`src/hdl/clock_gate_pkg.sv`:
```
// Constants for the peripheral clock gate bank
package clock_gate_pkg;

    localparam int unsigned ADDR_W = 4;
    localparam int unsigned DATA_W = 32;

    // Register offsets (byte addresses, one word each)
    localparam logic [3:0] OFS_GATE_CTRL_A = 4'h0;
    localparam logic [3:0] OFS_GATE_CTRL_B = 4'h4;
    localparam logic [3:0] OFS_LP_STATUS   = 4'h8;

    // Field positions, first gating register
    localparam int unsigned BIT_TIMER_ACC  = 0;
    localparam int unsigned BIT_PORT_FIRST = 9;
    localparam int unsigned BIT_PORT_SEC   = 10;

    // Field positions, second gating register
    localparam int unsigned BIT_FLASH      = 0;
    localparam int unsigned BIT_TPM_FIRST  = 24;
    localparam int unsigned BIT_TPM_SEC    = 25;
    localparam int unsigned BIT_CONVERTER  = 27;

    // Status register fields
    localparam int unsigned BIT_LP_BLOCKED = 0;
    localparam int unsigned BIT_LP_GRANTED = 1;

    // Writable masks and constant reserved patterns
    localparam logic [31:0] WMASK_A = 32'h0000_0601;
    localparam logic [31:0] FIXED_A = 32'h0000_0180;
    localparam logic [31:0] WMASK_B = 32'h0b00_0001;
    localparam logic [31:0] FIXED_B = 32'h0000_0000;

    // Reset values of the writable bits
    localparam logic [31:0] RESET_A = 32'h0000_0000;
    localparam logic [31:0] RESET_B = 32'h0000_0001;

endpackage

```
`src/hdl/gate_reg_field.sv`:
```
// One masked gating register with constant reserved bits
`timescale 1ns/1ps
module gate_reg_field #(
    parameter logic [31:0] WMASK = 32'h0,
    parameter logic [31:0] FIXED = 32'h0,
    parameter logic [31:0] RESET = 32'h0
) (
    // Clock and reset
    input  wire logic        clock_in,
    input  wire logic        rst_n_in,
    // Write port
    input  wire logic        wr_in,
    input  wire logic [31:0] wdata_in,
    // Register view
    output logic      [31:0] value_out
);
    typedef struct packed
    {
        logic [31:0] bits;
    } state_s;

    state_s state;
    state_s next_state;

    always_comb
    begin
        next_state = state;
        if (wr_in)
        begin
            next_state.bits = wdata_in & WMASK;
        end
    end

    always_ff @(posedge clock_in or negedge rst_n_in)
    begin
        if (!rst_n_in)
        begin
            state.bits <= RESET & WMASK;
        end
        else
        begin
            state <= next_state;
        end
    end

    // Reserved bits come from constants, never from storage
    assign value_out = (state.bits & WMASK) | (FIXED & ~WMASK);
endmodule

```
`src/hdl/lp_entry_guard.sv`:
```
// Low-power entry gate: blocked while the flash clock is stopped
`timescale 1ns/1ps
module lp_entry_guard (
    // Clock and reset
    input  wire logic clock_in,
    input  wire logic rst_n_in,
    // Control
    input  wire logic flash_gate_in,
    input  wire logic lp_request_in,
    // Result
    output logic      lp_grant_out,
    output logic      lp_blocked_out
);
    typedef struct packed
    {
        logic grant;
        logic blocked;
    } state_s;

    state_s state;
    state_s next_state;

    always_comb
    begin
        next_state.grant   = lp_request_in & flash_gate_in;
        next_state.blocked = lp_request_in & ~flash_gate_in;
    end

    always_ff @(posedge clock_in or negedge rst_n_in)
    begin
        if (!rst_n_in)
        begin
            state <= '0;
        end
        else
        begin
            state <= next_state;
        end
    end

    assign lp_grant_out   = state.grant;
    assign lp_blocked_out = state.blocked;
endmodule

```
`src/hdl/peripheral_clock_gate_bank.sv`:
```
// Peripheral clock gate bank: two gating registers and their gate outputs
//
// Added by the designer: strobed register access and the placing of the registers.
`timescale 1ns/1ps

// Contract
// - Gate bit 0 stops clock, 1 runs.
// - Register A bit 10 gates second port.
// - Register A bit 9 gates first port.
// - Register A bit 0 enables timer access.
// - Register B bit 27 gates converter.
// - Register B bit 25 gates second timer.
// - Register B bit 24 gates first timer.
// - Register B bit 0 gates flash.
// - Flash reads continue while flash gated.
// - Flash gated blocks low-power entry.
// - Register A bits 8..7 read one.
// - Other reserved bits read zero, ignore writes.
module peripheral_clock_gate_bank (
    // Clock and reset
    input  wire logic                               clock_in,
    input  wire logic                               rst_n_in,
    // Register port
    input  wire logic [clock_gate_pkg::ADDR_W-1:0]  addr_in,
    input  wire logic [clock_gate_pkg::DATA_W-1:0]  wdata_in,
    input  wire logic                               wr_in,
    input  wire logic                               rd_in,
    output logic      [clock_gate_pkg::DATA_W-1:0]  rdata_out,
    // Low-power handshake
    input  wire logic                               lp_request_in,
    output logic                                    lp_grant_out,
    // Flash read path
    input  wire logic                               flash_rd_in,
    output logic                                    flash_rd_en_out,
    // Gate outputs
    output logic                                    port_second_gate_out,
    output logic                                    port_first_gate_out,
    output logic                                    low_power_timer_access_en_out,
    output logic                                    converter_gate_out,
    output logic                                    timer_pwm_second_gate_out,
    output logic                                    timer_pwm_first_gate_out,
    output logic                                    flash_gate_out
);
    import clock_gate_pkg::*;

    // ********************************
    // Register decode
    // ********************************
    logic        wr_a;
    logic        wr_b;
    logic [31:0] reg_a;
    logic [31:0] reg_b;
    logic        lp_blocked;
    logic        lp_grant;

    assign wr_a = wr_in && (addr_in == OFS_GATE_CTRL_A);
    assign wr_b = wr_in && (addr_in == OFS_GATE_CTRL_B);

    // Reserved bits are constant; writes only land on gate bits
    gate_reg_field #(
        .WMASK (WMASK_A),
        .FIXED (FIXED_A),
        .RESET (RESET_A)
    ) u_reg_a (
        .clock_in  (clock_in),
        .rst_n_in  (rst_n_in),
        .wr_in     (wr_a),
        .wdata_in  (wdata_in),
        .value_out (reg_a)
    );

    gate_reg_field #(
        .WMASK (WMASK_B),
        .FIXED (FIXED_B),
        .RESET (RESET_B)
    ) u_reg_b (
        .clock_in  (clock_in),
        .rst_n_in  (rst_n_in),
        .wr_in     (wr_b),
        .wdata_in  (wdata_in),
        .value_out (reg_b)
    );

    // ********************************
    // Low-power entry guard
    // ********************************
    lp_entry_guard u_guard (
        .clock_in       (clock_in),
        .rst_n_in       (rst_n_in),
        .flash_gate_in  (reg_b[BIT_FLASH]),
        .lp_request_in  (lp_request_in),
        .lp_grant_out   (lp_grant),
        .lp_blocked_out (lp_blocked)
    );

    // ********************************
    // Output state
    // ********************************
    typedef struct packed
    {
        logic [31:0] rdata;
        logic        port_second;
        logic        port_first;
        logic        timer_access;
        logic        converter;
        logic        tpm_second;
        logic        tpm_first;
        logic        flash;
        logic        flash_rd;
    } state_s;

    state_s state;
    state_s next_state;

    // Gate flop loads in the edge that writes its register bit
    function automatic logic gate_next(
        input logic        wr,
        input logic [31:0] data,
        input logic [31:0] held,
        input int unsigned pos
    );
        return wr ? data[pos] : held[pos];
    endfunction

    always_comb
    begin
        next_state = state;
        // Read data stands only in the cycle after the strobe
        next_state.rdata = '0;
        if (rd_in)
        begin
            unique case (addr_in)
                OFS_GATE_CTRL_A:
                begin
                    next_state.rdata = reg_a;
                end
                OFS_GATE_CTRL_B:
                begin
                    next_state.rdata = reg_b;
                end
                OFS_LP_STATUS:
                begin
                    next_state.rdata[BIT_LP_BLOCKED] = lp_blocked;
                    next_state.rdata[BIT_LP_GRANTED] = lp_grant;
                end
                default:
                begin
                    next_state.rdata = '0;
                end
            endcase
        end
        // Gate flops load with their register bit, 1 = clock runs
        next_state.port_second  = gate_next(wr_a, wdata_in, reg_a, BIT_PORT_SEC);
        next_state.port_first   = gate_next(wr_a, wdata_in, reg_a, BIT_PORT_FIRST);
        next_state.timer_access = gate_next(wr_a, wdata_in, reg_a, BIT_TIMER_ACC);
        next_state.converter    = gate_next(wr_b, wdata_in, reg_b, BIT_CONVERTER);
        next_state.tpm_second   = gate_next(wr_b, wdata_in, reg_b, BIT_TPM_SEC);
        next_state.tpm_first    = gate_next(wr_b, wdata_in, reg_b, BIT_TPM_FIRST);
        next_state.flash        = gate_next(wr_b, wdata_in, reg_b, BIT_FLASH);
        // Reads never depend on the flash gate
        next_state.flash_rd     = flash_rd_in;
    end

    always_ff @(posedge clock_in or negedge rst_n_in)
    begin
        if (!rst_n_in)
        begin
            state              <= '0;
            state.port_second  <= RESET_A[BIT_PORT_SEC];
            state.port_first   <= RESET_A[BIT_PORT_FIRST];
            state.timer_access <= RESET_A[BIT_TIMER_ACC];
            state.converter    <= RESET_B[BIT_CONVERTER];
            state.tpm_second   <= RESET_B[BIT_TPM_SEC];
            state.tpm_first    <= RESET_B[BIT_TPM_FIRST];
            state.flash        <= RESET_B[BIT_FLASH];
        end
        else
        begin
            state <= next_state;
        end
    end

    assign rdata_out                     = state.rdata;
    assign port_second_gate_out          = state.port_second;
    assign port_first_gate_out           = state.port_first;
    assign low_power_timer_access_en_out = state.timer_access;
    assign converter_gate_out            = state.converter;
    assign timer_pwm_second_gate_out     = state.tpm_second;
    assign timer_pwm_first_gate_out      = state.tpm_first;
    assign flash_gate_out                = state.flash;
    assign flash_rd_en_out               = state.flash_rd;
    assign lp_grant_out                  = lp_grant;
endmodule

```
`config.mk`:
```
export PLATFORM = sky130hd
export DESIGN_NAME = peripheral_clock_gate_bank
export DESIGN_NICKNAME = d
export VERILOG_FILES = /design/src/hdl/clock_gate_pkg.sv /design/src/hdl/gate_reg_field.sv /design/src/hdl/lp_entry_guard.sv /design/src/hdl/peripheral_clock_gate_bank.sv
export SDC_FILE = /design/constraint.sdc
export NUM_CORES = 1
export LEC_CHECK = 0
export BUFFER_PORTS_ARGS = -buffer_cell sky130_fd_sc_hd__buf_2
export CORE_UTILIZATION = 38
export DETAILED_ROUTE_END_ITERATION = 12
export PLACE_DENSITY_LB_ADDON = 0.3
export SYNTH_ARGS = -nofsm -noshare
export SYNTH_HDL_FRONTEND = slang
export SYNTH_SLANG_ARGS = --single-unit
```
`constraint.sdc`:
```
create_clock -name clock_in -period 0.9 [get_ports clock_in]
set_input_delay 0.09 -clock clock_in [delete_from_list [all_inputs] [get_ports clock_in]]
set_output_delay 0.09 -clock clock_in [all_outputs]
set_load 0.01 [all_outputs]
```
==> results.py <==
metrics = {
    "outcome": {
        "status": "finished, violations left",
        "violations": "setup timing",
    },
    "floorplan": {
        "rows": 18,
        "coreArea_sq_mm": 0.00252,
        "ios": 83,
        "die-width_um": 54.2,
        "start_util_pct": 41.1,
        "die_y_um": 54.2,
        "dieArea_sq_mm": 0.00294,
    },
    "clocking": {
        "cts_root_buf": "clkbuf_4",
        "htree_levels": 1,
        "numCtsBuffers": 3,
        "clk_latency_ns": 0.30,
        "clkTransAtPathRegs_ns": 0.12,
        "cts.path.max_buffers": 2,
        "cts_tree": "built",
        "cts_sinks": 25,
    },
    "critical_path": {
        "worst-path-buf-inv": 1,
        "critPathLaunchType": "register",
        "cp_top_family": "flip-flops",
        "reg2reg_from": "u_reg_b.state[0]$_DFFE_PN1P_",
        "r2r-end": "rdata_out[0]$_DFF_PN0_",
        "endpoint": "flash_gate_out",
        "crit_chain": "buf_6",
        "crit_path_start": "flash_gate_out$_DFF_PN1_",
        "cpMaxStageDelayCell": "dfstp_2",
        "max_stage_delay_ns": 0.55,
        "cp-end-kind": "output port",
        "required_ns": 0.81,
        "timing.critical_path.arrival_ns": 0.94,
        "regToRegSetupSlack_ns": 0.01,
        "path_class": "reg2out",
        "reg2reg_depth": 3,
        "worst-path-max-fanout": 1,
        "path_depth": 1,
    },
    "drt": {
        "viasPerCell": 4.06,
        "routed_wirelength_mm": 1.55,
        "drc": 0,
        "initialDrtViolationCount": 1,
        "antenna_left": 0,
        "vias": 609,
        "wl_per_cell_um": 10.3,
        "first_pass_iters": 3,
    },
    "cells_and_area": {
        "drive_gt1_share_pct": 43.3,
        "final_cells": 150,
        "final_cell_mix": "buf_2, conb_1, dfrtp_1",
        "final_common_cell": "buf_2",
        "diodes": 0,
        "largest_reg_flops": 8,
        "area_growth_pct": 18.1,
        "n_fill_cell": 242,
        "fin_nets": 163,
    },
    "pwr": {
        "power_frac_seq_pct": 60.5,
        "power_switching_share_pct": 25.9,
        "clock_power_share_pct": 20.4,
        "p_leak_nw": 0.669,
        "ir_drop_uv": 1270,
        "power_density_mw_per_mm2": 1850,
        "p_int_mw": 1.68,
        "power.switching_mw": 0.587,
        "p_comb_share_pct": 19.1,
    },
    "sta": {
        "timing.final.ws_setup_ns": -0.132,
        "fmax_mhz": 969,
        "worst_slew_pin_slew_ns": 0.518,
        "rsz0062_at_grt": "true",
        "fin_crit_sh_pct": 115,
        "hold_ws_ns": 0.0148,
        "skew_ns": 0.00530,
        "setup_violations": 10,
        "slew_viol_final": 0,
        "hold_violations": 0,
        "relSlewSlack_pct": 65.5,
        "tns_ns": -0.217,
        "min_period_ns": 1.03,
    },
    "placement": {
        "dp_hpwl_mm": 1.16,
        "place_inst": 143,
        "gp_congestion": 0.685,
        "portBuffers": 33,
    },
    "grt": {
        "grt_pass1_wl_mm": 2.27,
        "antenna_found_initial": 0,
        "grt_max_degree": 26,
        "grt_pass1_vias": 507,
        "grt_overflow": 0,
        "grt_util_all_layers_pct": 11.6,
    },
    "synth": {
        "seq_area_frac_synth_pct": 60.6,
        "synthesis.area_sq_mm": 0.00104,
        "yosysUniqueCellTypes": 18,
        "synthCells": 79,
        "synth.avg_cell_area_sq_um": 13.1,
        "ys_seq_elements": 25,
        "yosysWarnings": 0,
    },
    "job": {
        "cap_violations": 0,
    },
    "min_path": {
        "hold_path.class": "in2reg",
    },
}
-- cell families after synthesis --
| family | after synthesis | share of synthesized area [%] |
|---|---|---|
| AOI/OAI and AO/OA | 1 | 0.724 |
| buffers and inverters | 27 | 18.5 |
| DFF | 25 | 60.6 |
| muxes | 8 | 8.56 |
| other | 1 | 0.362 |
| and+or+nand+nor | 17 | 11.3 |
-- worst min path at each step --
stage                   from  cells past startpoint                        endpoint
2_1_floorplan       rst_n_in                      0    converter_gate_out$_DFF_PN0_
3_3_place_gp        rst_n_in                      1       flash_rd_en_out$_DFF_PN0_
3_5_place_dp        rst_n_in                      1       flash_rd_en_out$_DFF_PN0_
4_1_cts        lp_request_in                      2  u_guard.lp_grant_out$_DFF_PN0_
5_1_grt        lp_request_in                      2  u_guard.lp_grant_out$_DFF_PN0_
6_report       lp_request_in                      2  u_guard.lp_grant_out$_DFF_PN0_
-- power groups by stage --
| stage | logic, mW | registers [mW] | clock network [mW] |
|---|---|---|---|
| after floorplan | 0.244 | 1.42 | 0 |
| after global placement | 0.388 | 1.39 | 0 |
| after detailed placement | 0.398 | 1.39 | 0 |
| after CTS | 0.418 | 1.37 | 0.486 |
| after global routing | 0.485 | 1.39 | 0.518 |
| final | 0.432 | 1.37 | 0.462 |
-- per-layer routing --
metal | routed length [um] | global-route usage (%)
met5 | 0 | 0
met4 | 17 | 7.69
met3 | 82 | 1.67
met2 | 816 | 19.3
met1 | 632 | 13.9
-- through the flow --
stage	total power [mW]	utilization, %	cell area [sq um]	setup WS [ns]
floorplan	1.67	-	1120	-0.0101
global placement	1.77	46.2	1160	-0.148
detailed placement	1.79	46.2	1160	-0.173
CTS	2.28	48.3	1220	-0.143
global route	2.40	48.6	1220	-0.151
finish	2.27	48.6	1220	-0.132
-- timing repair --
| item | CTS | global route |
|---|---|---|
| setup buffers | 0 | 1 |
| hold endpoints to repair | 24 | 0 |
| gates resized for setup | 1 | 0 |
| hold buffers | 2 | 0 |
| endpoints found under the setup margin | 18 | 19 |
-- final cells by class --
type	instances	area, sq um	share of cell area [%]
Sequential cell	25	628	51.3
Multi-Input combinational cell	49	300	24.5
Timing Repair Buffer	39	221	18.1
Tap cell	30	37.5	3.06
Clock buffer	4	26.3	2.15
Inverter	3	11.3	0.919
-- synth_stat cells --
master    number  share of area (%)
conb_1         1               0.36
nor2_4         1                1.1
nand2_1        2               0.72
dfrtp_1       23                 55
nor2b_1        1               0.60
dfstp_2        2                5.1
nor3_1         1               0.48
inv_1          3                1.1
nand3b_1       1               0.72
buf_4         24                 17
nor2_1         4                1.4
mux2_2         7                7.6
mux2i_1        1               0.97
and2_1         3                1.8
and4bb_4       1                1.6
and4bb_2       1                1.2
nand4b_1       2                1.7
o21a_1         1               0.72
No activity file was read; power rests on OpenSTA's default activity.
